==> src/itm_map.vh <==
// constants for the four-channel interval timer block
`ifndef ITM_MAP_VH
`define ITM_MAP_VH

// timing
`define ITM_CLK_MHZ        50
`define ITM_TICK_US        100
`define ITM_MIN_PERIOD_US  500
`define ITM_MIN_TICKS      ((`ITM_MIN_PERIOD_US + `ITM_TICK_US - 1) / `ITM_TICK_US)

// command and mode codes
`define ITM_CODE_NULL      16'h0000
`define ITM_CODE_ONESHOT   16'h1000
`define ITM_CODE_PERIODIC  16'h1001
`define ITM_CODE_FREERUN   16'h1002
`define ITM_CODE_HALT      16'h1003
`define ITM_CODE_CLEAR     16'h1004
`define ITM_CODE_STATUS    16'h001C

// targets: 0..3 single timers, 4 and 5 cascaded pairs
`define ITM_TGT_PAIR_LOW   3'h4
`define ITM_TGT_PAIR_HIGH  3'h5

// period limits
`define ITM_MAX_SINGLE     32'h0000FFFF
`define ITM_MAX_PAIR       32'hFFFFFFFF

`endif

==> src/itm_filler_none.v <==
// no further modules; all logic is in itm_top

==> src/itm_top.v <==
// four interval timers with cascading, command port and status readback
`timescale 1ns/10ps
`include "itm_map.vh"

// command port: taken on a rising edge with cmd_valid high
// answer one cycle later: cmd_done or cmd_error, plus rsp_valid for status
// a plain read answers with rsp_valid only, signal and period zero
// targets 0..3 are single timers, 4 and 5 the cascaded pairs
// a pair keeps its whole 32-bit count in the low member;
// the high member idles, so the low-half wrap carries for free
// addressing a pair in the other grouping drops both members to null
// first; a status or read never regroups, it shows the low member as is
// ticks reach channels 0..3 one cycle apart, so no two events collide
// hence TICK_CYCLES must stay at 4 or more
// a one-shot stops with its count left at the period
// a command on a channel wins over that channel's tick in the same cycle;
// the lost tick is the price of never racing a halt against an event
// free-run is accepted from any mode and cancels a pending signal
// limitation: one command per cycle, there is no queue
// limitation: a read and a status in one cycle give the status answer
// unknown codes and targets 6 and 7 are refused, state unchanged

module itm_top #(
    parameter TICK_CYCLES = `ITM_TICK_US * `ITM_CLK_MHZ  // clocks per 100 us tick
) (
    input  wire        clk,         // 50 MHz system clock
    input  wire        rst_n,       // async reset, active low
    input  wire        cmd_valid,   // one-cycle command strobe
    input  wire [15:0] cmd_code,    // command or status request code
    input  wire [2:0]  cmd_target,  // 0..3 single, 4/5 cascaded pair
    input  wire [31:0] cmd_signal,  // signal code for arming commands
    input  wire [31:0] cmd_period,  // period in ticks for arming commands
    input  wire        read_req,    // one-cycle value read strobe
    output reg         cmd_done,    // command accepted pulse
    output reg         cmd_error,   // parameter error pulse
    output reg         rsp_valid,   // response fields valid pulse
    output reg  [31:0] rsp_value,   // count in ticks
    output reg  [15:0] rsp_mode,    // mode code
    output reg  [31:0] rsp_signal,  // pending signal code
    output reg  [31:0] rsp_period,  // reported period
    output reg         evt_valid,   // timer event pulse
    output reg  [2:0]  evt_target,  // timer or pair that fired
    output reg  [31:0] evt_signal   // signal code of the event
);

    // one-hot channel states
    localparam [5:0] ST_NULL = 6'h01;
    localparam [5:0] ST_ONE  = 6'h02;
    localparam [5:0] ST_PER  = 6'h04;
    localparam [5:0] ST_FREE = 6'h08;
    localparam [5:0] ST_STOP = 6'h10;
    localparam [5:0] ST_RST  = 6'h20;
    // cut to the prescaler width on purpose; a tick never needs more than 13 bits
    localparam [31:0] TICK_LAST_W = TICK_CYCLES - 1;
    localparam [12:0] TICK_LAST   = TICK_LAST_W[12:0];
    localparam [31:0] MIN_TICKS = `ITM_MIN_TICKS;

    reg  [12:0] presc;              // prescaler count
    reg  [3:0]  tick_sr;            // tick staggered one cycle per channel
    reg  [5:0]  mode [0:3];         // channel state
    reg  [31:0] cnt  [0:3];         // channel count, 32 bits for pairs
    reg  [31:0] sig  [0:3];         // pending signal code
    reg  [31:0] per  [0:3];         // programmed period
    reg  [1:0]  pair;               // cascade flag per pair
    integer     i;                  // channel loop index
    integer     k;                  // channel loop index, decode side
    reg  [3:0]  cmd_owns;           // channels a command rewrites this cycle

    // mode state to reported code
    function [15:0] mode_code;
        input [5:0] m;
        begin
            case (m)
                ST_ONE:  mode_code = `ITM_CODE_ONESHOT;
                ST_PER:  mode_code = `ITM_CODE_PERIODIC;
                ST_FREE: mode_code = `ITM_CODE_FREERUN;
                ST_STOP: mode_code = `ITM_CODE_HALT;
                ST_RST:  mode_code = `ITM_CODE_CLEAR;
                default: mode_code = `ITM_CODE_NULL;
            endcase
        end
    endfunction

    // channel wrap limit: 32 bits only for the low member of a pair
    function [31:0] ch_limit;
        input [1:0] ch;
        input [1:0] pr;
        begin
            if (!ch[0] && pr[ch[1]]) begin
                ch_limit = `ITM_MAX_PAIR;
            end else begin
                ch_limit = `ITM_MAX_SINGLE;
            end
        end
    endfunction

    // command target decode
    wire        tgt_ok   = (cmd_target <= `ITM_TGT_PAIR_HIGH);
    wire        tgt_pair = (cmd_target == `ITM_TGT_PAIR_LOW) ||
                           (cmd_target == `ITM_TGT_PAIR_HIGH);
    wire [1:0]  tgt_ch   = tgt_pair ? {cmd_target[0], 1'b0} : cmd_target[1:0];
    wire        tgt_pi   = tgt_ch[1];                   // pair index
    wire [31:0] tgt_lim  = tgt_pair ? `ITM_MAX_PAIR : `ITM_MAX_SINGLE;
    wire        regroup  = (pair[tgt_pi] != tgt_pair);  // pairing changes
    wire        arm_cmd  = (cmd_code == `ITM_CODE_ONESHOT) ||
                           (cmd_code == `ITM_CODE_PERIODIC);
    // range and signal checks for arming commands
    wire        per_bad  = (cmd_period < MIN_TICKS) ||
                           (cmd_period > tgt_lim);
    wire        sig_bad  = (cmd_signal == 32'h00000000);
    wire [5:0]  tgt_mode = mode[tgt_ch];
    // an accepted mode command rewrites its channel, and on a regroup both
    // members; their tick is dropped so a halt or re-arm never races an event
    wire        cmd_takes = cmd_valid && tgt_ok &&
                            ((arm_cmd && !per_bad && !sig_bad) ||
                             (cmd_code == `ITM_CODE_FREERUN) ||
                             (cmd_code == `ITM_CODE_HALT) ||
                             (cmd_code == `ITM_CODE_CLEAR));

    // per-channel mask of the command's reach
    always @* begin
        cmd_owns = 4'h0;
        for (k = 0; k < 4; k = k + 1) begin
            if (cmd_takes && (k[1] == tgt_pi) &&
                (regroup || (k[1:0] == tgt_ch))) begin
                cmd_owns[k] = 1'b1;
            end
        end
    end

    // prescaler: one tick pulse every 100 us, then staggered per channel
    // so two channels never fire an event in the same cycle
    always @(posedge clk or negedge rst_n) begin
        if (!rst_n) begin
            presc   <= 13'h0000;
            tick_sr <= 4'h0;
        end else begin
            if (presc == TICK_LAST) begin
                presc <= 13'h0000;
            end else begin
                presc <= presc + 13'h0001;
            end
            tick_sr <= {tick_sr[2:0], (presc == TICK_LAST)};
        end
    end

    // channel state, command handling and responses
    always @(posedge clk or negedge rst_n) begin
        if (!rst_n) begin
            for (i = 0; i < 4; i = i + 1) begin
                mode[i] <= ST_NULL;
                cnt[i]  <= 32'h00000000;
                sig[i]  <= 32'h00000000;
                per[i]  <= 32'h00000000;
            end
            pair       <= 2'h0;
            cmd_done   <= 1'b0;
            cmd_error  <= 1'b0;
            rsp_valid  <= 1'b0;
            rsp_value  <= 32'h00000000;
            rsp_mode   <= 16'h0000;
            rsp_signal <= 32'h00000000;
            rsp_period <= 32'h00000000;
            evt_valid  <= 1'b0;
            evt_target <= 3'h0;
            evt_signal <= 32'h00000000;
        end else begin
            cmd_done  <= 1'b0;
            cmd_error <= 1'b0;
            rsp_valid <= 1'b0;
            evt_valid <= 1'b0;

            // tick processing; the high member of a pair stays idle,
            // and a channel under command skips its tick
            for (i = 0; i < 4; i = i + 1) begin
                if (tick_sr[i] && !(i[0] && pair[i >> 1]) && !cmd_owns[i]) begin
                    case (mode[i])
                        // one-shot: fire once at the period, then stop
                        ST_ONE: begin
                            if (cnt[i] + 32'h00000001 == per[i]) begin
                                cnt[i]  <= per[i];
                                mode[i] <= ST_STOP;
                                sig[i]  <= 32'h00000000;
                                evt_valid  <= 1'b1;
                                evt_signal <= sig[i];
                                evt_target <= pair[i >> 1] ?
                                              (`ITM_TGT_PAIR_LOW + i[2:0] / 3'h2) : i[2:0];
                            end else begin
                                cnt[i] <= cnt[i] + 32'h00000001;
                            end
                        end
                        // periodic: fire and restart from zero every period
                        ST_PER: begin
                            if (cnt[i] + 32'h00000001 == per[i]) begin
                                cnt[i]     <= 32'h00000000;
                                evt_valid  <= 1'b1;
                                evt_signal <= sig[i];
                                evt_target <= pair[i >> 1] ?
                                              (`ITM_TGT_PAIR_LOW + i[2:0] / 3'h2) : i[2:0];
                            end else begin
                                cnt[i] <= cnt[i] + 32'h00000001;
                            end
                        end
                        ST_FREE: begin
                            // wraps at the channel maximum; in a pair the low
                            // member counts the whole 32 bits, the high member stays idle
                            if (cnt[i] == ch_limit(i[1:0], pair)) begin
                                cnt[i] <= 32'h00000000;
                            end else begin
                                cnt[i] <= cnt[i] + 32'h00000001;
                            end
                        end
                        // remaining modes keep their count
                        default: begin
                            cnt[i] <= cnt[i];  // null, stop, reset hold
                        end
                    endcase
                end
            end

            // commands override a same-cycle tick on the addressed channel
            if (cmd_valid) begin
                if (!tgt_ok) begin
                    cmd_error <= 1'b1;
                end else if (cmd_code == `ITM_CODE_STATUS) begin
                    cmd_done   <= 1'b1;
                    rsp_valid  <= 1'b1;
                    rsp_mode   <= mode_code(tgt_mode);
                    rsp_value  <= cnt[tgt_ch];
                    if (tgt_mode == ST_ONE || tgt_mode == ST_PER) begin
                        rsp_signal <= sig[tgt_ch];
                        rsp_period <= per[tgt_ch];
                    end else if (tgt_mode == ST_FREE) begin
                        rsp_signal <= 32'h00000000;
                        rsp_period <= ch_limit(tgt_ch, pair);  // channel's own max
                    end else begin
                        rsp_signal <= 32'h00000000;
                        rsp_period <= 32'h00000000;
                    end
                end else if (arm_cmd && (per_bad || sig_bad)) begin
                    cmd_error <= 1'b1;
                end else if (arm_cmd || cmd_code == `ITM_CODE_FREERUN ||
                             cmd_code == `ITM_CODE_HALT ||
                             cmd_code == `ITM_CODE_CLEAR) begin
                    cmd_done <= 1'b1;
                    // regrouping a pair drops both members to null first;
                    // later assignments below still win for the target
                    if (regroup) begin
                        pair[tgt_pi] <= tgt_pair;
                        for (i = 0; i < 4; i = i + 1) begin
                            if (i[1] == tgt_pi) begin
                                mode[i] <= ST_NULL;
                                cnt[i]  <= 32'h00000000;
                                sig[i]  <= 32'h00000000;
                                per[i]  <= 32'h00000000;
                            end
                        end
                    end
                    if (cmd_code == `ITM_CODE_ONESHOT) begin
                        mode[tgt_ch] <= ST_ONE;
                        cnt[tgt_ch]  <= 32'h00000000;
                        sig[tgt_ch]  <= cmd_signal;
                        per[tgt_ch]  <= cmd_period;
                    end else if (cmd_code == `ITM_CODE_PERIODIC) begin
                        mode[tgt_ch] <= ST_PER;
                        cnt[tgt_ch]  <= 32'h00000000;
                        sig[tgt_ch]  <= cmd_signal;
                        per[tgt_ch]  <= cmd_period;
                    end else if (cmd_code == `ITM_CODE_FREERUN) begin
                        mode[tgt_ch] <= ST_FREE;
                        sig[tgt_ch]  <= 32'h00000000;
                        if (!regroup) begin
                            cnt[tgt_ch] <= cnt[tgt_ch];  // resumes from value
                        end
                    end else if (cmd_code == `ITM_CODE_HALT) begin
                        mode[tgt_ch] <= ST_STOP;
                        sig[tgt_ch]  <= 32'h00000000;
                        if (!regroup) begin
                            cnt[tgt_ch] <= cnt[tgt_ch];  // held count
                        end
                    end else begin
                        mode[tgt_ch] <= ST_RST;
                        cnt[tgt_ch]  <= 32'h00000000;
                        sig[tgt_ch]  <= 32'h00000000;
                    end
                end else begin
                    cmd_error <= 1'b1;  // unknown code
                end
            end

            // plain value read; a status request in the same cycle wins
            if (read_req && !(cmd_valid && cmd_code == `ITM_CODE_STATUS)) begin
                // a read of a bad target answers like a refused command
                if (!tgt_ok) begin
                    cmd_error <= 1'b1;
                end else begin
                    rsp_valid  <= 1'b1;
                    rsp_value  <= cnt[tgt_ch];
                    rsp_mode   <= mode_code(tgt_mode);
                    rsp_signal <= 32'h00000000;
                    rsp_period <= 32'h00000000;
                end
            end
        end
    end

endmodule // itm_top

==> config.mk <==
export PLATFORM = sky130hd
export DESIGN_NAME = itm_top
export DESIGN_NICKNAME = d
export VERILOG_FILES = /design/src/itm_filler_none.v /design/src/itm_top.v
export VERILOG_INCLUDE_DIRS = /design/src
export SDC_FILE = /design/constraint.sdc
export NUM_CORES = 2
export LEC_CHECK = 0
export ABC_AREA = 1
export ABC_CLOCK_PERIOD_IN_PS = 5000
export BUFFER_PORTS_ARGS = -buffer_cell sky130_fd_sc_hd__clkbuf_2
export CAP_MARGIN = 25
export CORE_MARGIN = 8
export CORE_UTILIZATION = 45
export DETAILED_ROUTE_END_ITERATION = 16
export GPL_ROUTABILITY_DRIVEN = 1
export HOLD_SLACK_MARGIN = 0.06
export MAX_ROUTING_LAYER = met4
export PLACE_DENSITY = 0.72
export RECOVER_POWER = 100
export SKIP_CTS_REPAIR_TIMING = 1
export SLEW_MARGIN = 15
export SYNTH_ARGS = -nofsm -noshare
export SYNTH_HDL_FRONTEND = slang
export SYNTH_SLANG_ARGS = --single-unit
==> constraint.sdc <==
create_clock -name clk -period 5 [get_ports clk]
set_clock_uncertainty 0.2 [all_clocks]
set_input_delay 0.5 -clock clk [delete_from_list [all_inputs] [get_ports clk]]
set_output_delay 0.5 -clock clk [all_outputs]
set_load 0.01 [all_outputs]
==> impl_metrics.json <==
{
  "status": "finished with violations",
  "violations": "capacitance limit, slew limit",
  "die_area_mm2": 0.0957,
  "fin_tns_setup_ps": 0,
  "fin_ws_ps": 271,
  "synthArstFlopShare_pct": 100,
  "holdPathEnd": "sig[109]",
  "rsz0062_at_grt": "false",
  "wl_mm": 206,
  "fmax_mhz": 211,
  "dr.pass1.iters": 7,
  "num_vias": 45100,
  "dp_slack_ps": 636,
  "crit_arrival_ps": 5050,
  "ioPinCount": 238,
  "cp_cell_sequence": "dlygate4sd3_1 > clkbuf_1 > inv_2 > nor2_4 > nor2_1 > nand2_2 > buf_4 > o22ai_1 > a21oi_1 > o21ai_0 > nor2_1 > nand3_1 > nand2_1 > inv_2 > buf_4 > a31oi_1 > o21ai_1",
  "synthToLayoutAreaGrowth_pct": 14.5,
  "swShare_pct": 27.0,
  "post_drt_wl_per_cell_um": 28.1,
  "cts_buffers": 71,
  "synthDistinctLibCells": 57,
  "htree_levels": 3,
  "power_frac_clock_pct": 51.4,
  "syn_avg_cell_area_um2": 6.55,
  "finalSetupViolCount": 0,
  "start_util_pct": 45.4,
  "critPathMaxStageDelay_ps": 530,
  "fillers": 8775,
  "synth_ff_type": "dfrtp_1",
  "clk_path_buf_depth": 3,
  "reg2reg_depth": 19,
  "drcViolationCount": 0,
  "gp_congestion": 1.08,
  "finalMaxSlewViolations": 82,
  "syn_inst": 5910,
  "pwr-share-comb_pct": 7.6,
  "critPathKind": "primary input to flop",
  "yosys.area.top_type": "dfrtp_1",
  "reg2reg_to": "sig[20]",
  "cp_max_fo": 31,
  "crit_path_end_kind": "flop",
  "synth_edf_count": 0,
  "p_per_area_mw_per_mm2": 259,
  "final-hold-violation-count": 0,
  "tightest_slew_ps": 2940,
  "syn_area_mm2": 0.0387,
  "yosys.area.top_type_share_pct": 37.1,
  "gr-total-overflow": 0,
  "synthTopCellsByArea": "dfrtp_1 37%, nand2_1 18%, nand3_1 8.3%",
  "viasPerCell": 6.15,
  "leakagePower_nw": 21.1,
  "clock_sinks": 578,
  "root_buffer": "clkbuf_16",
  "antenna_left": 0,
  "rows": 107,
  "dr.first_iter.drc_count": 6769,
  "grt_max_degree": 110,
  "fin_crit_sh_pct": 94.6,
  "dpl.hpwl_mm": 153,
  "path_delay_family": "buffers and inverters",
  "worstSkewPairLatency_ps": 680,
  "grt_pass1_vias": 41800,
  "crit_path_start_kind": "primary input",
  "ys_ff_latch": 578,
  "maxCapViolCount": 1,
  "slew_headroom_pct": -95.8,
  "rrSetupSlack_ps": 440,
  "rr_startpoint": "cnt[0]",
  "grt_pass1_wl_mm": 294,
  "crit_slowest_cell": "buf_4",
  "hold_depth": 3,
  "seq_area_frac_synth_pct": 37.4,
  "clk_pin_slew_ps": 60,
  "dieHeight_um": 309,
  "cp.required_ps": 5320,
  "port_buffers": 237,
  "die_w_um": 309,
  "multi_input_area_mm2": 0.0205,
  "nets": 6225,
  "antenna_found_initial": 5,
  "p_int_w": 0.00838,
  "ir_drop_v": 0.000295,
  "path_depth": 17,
  "seq_area_mm2": 0.0145,
  "power_switching_w": 0.00310,
  "synthesis.nets": 6014,
  "min_path_type": "primary input to flop",
  "crit_buf_inv": 6,
  "core_mm2": 0.0853,
  "layout-drive-gt1-share_pct": 7.61,
  "hp-start": "cmd_signal[13]",
  "fin_crit_ps": 4730,
  "seq_power_share_pct": 41.0,
  "synth_warnings": 0,
  "track_usage_pct": 43.0,
  "cts_tree": "done"
}
placed cells by master (no fill, tap or decap), drive strengths merged, types with 10 or more instances in the layout:
cell type,count
dlygate4sd3,28
o21ai,147
nand3,645
o21bai,13
a31oi,31
clkbuf,352
a21oi,301
nor2,597
nor3,54
o31ai,32
inv,701
nand2,1894
buf,133
dfrtp,574
ha,17
nand4,118
o221ai,28
a221oi,32
xor2,20
a22oi,62
o22ai,253
clkinvlp,10
o211ai,25
bufinv,11
nor4,23
nand3b,20
clkinv,16
area by class of cell:
cell class,instances,share of cell area [%]
tap,1144,3.23
antenna,8,0.0452
timing repair buffer,416,5.86
multi-input combinational,4351,46.3
clock buffer,97,4.63
clock inverter,35,1.30
inverter,703,5.96
sequential,578,32.6
through the flow:
stage | total power, W | cell area [um^2] | instances | utilization, % | hold WS, ps
4_1_cts | 0.0115 | 44400 | 7294 | 52.0 | -277
5_1_grt | 0.0117 | 44300 | 7326 | 52.0 | 61.6
2_1_floorplan | 0.00512 | 38700 | 5910 | - | 4.41
3_3_place_gp | 0.00562 | 41700 | 7160 | 48.9 | 182
6_report | 0.0115 | 44300 | 7332 | 52.0 | 63.0
3_5_place_dp | 0.00562 | 41700 | 7162 | 48.9 | 179
synthesized netlist by cell type (24+ instances only):
master,instances
inv_1,675
o31ai_1,32
clkbuf_1,174
o211ai_1,25
nand3_1,643
a221oi_1,32
inv_2,24
o22ai_1,253
buf_2,60
a21oi_1,300
nor3_1,53
nand2_1,1875
o21ai_1,36
o221ai_1,28
a31oi_1,31
a22oi_1,62
o21ai_0,106
dfrtp_1,574
nand4_1,117
nor2_1,567
routing by layer:
layer | up-vias | GRT usage [%] | share of wire [%]
met1 | 21500 | 55.5 | 39
met4 | 0 | 18.1 | 5.3
met3 | 584 | 13.9 | 14
met5 | - | - | 0
li1 | 20000 | - | -
met2 | 3056 | 61.7 | 42
kinds of logic (layout without fill, tap and decap cells):
group | count (synthesis) | in the layout | synth area share (%)
xor+xnor | 24 | 24 | 0.578
simple gates | 3374 | 3374 | 36.9
buf+inv | 981 | 1251 | 9.99
fa+ha+maj | 17 | 17 | 0.549
flops | 578 | 578 | 37.4
other cells | 0 | 8 | 0
compound gates | 936 | 936 | 14.7
how the worst max path moves through the flow:
| stage | slack, ps | to | from |
|---|---|---|---|
| global route | 220 | per[43] | cmd_target[2] |
| global placement | 720 | evt_signal[23] | cmd_target[1] |
| finish | 270 | rsp_period[15] | cmd_target[2] |
| CTS | 780 | sig[111] | cnt[96] |
| floorplan | 1940 | per[10] | cmd_target[1] |
| detailed placement | 640 | evt_signal[27] | cmd_target[1] |
state kept, by name, summed over array words and instances (netlist names):
register	flops
cmd_error	1
evt_target	3
rsp_value	32
rsp_valid	1
rsp_period	32
cmd_done	1
evt_signal	32
per	128
rsp_mode	16
mode	24
tick_sr	4
cnt	128
evt_valid	1
rsp_signal	32
presc	13
pair	2
sig	128
power by group through the flow:
stage          clock network (W)  logic [W]  registers, W
6_report                 0.00590   0.000873       0.00471
5_1_grt                  0.00608   0.000907       0.00471
4_1_cts                  0.00593   0.000828       0.00471
3_5_place_dp                   0   0.000827       0.00479
3_3_place_gp                   0   0.000829       0.00479
2_1_floorplan                  0   0.000318       0.00480
worst min-delay path: stages:
cell and delay, ps:
clkbuf_2 100, nand2_1 170, o22ai_1 110
(Power assumes the default switching activity.)
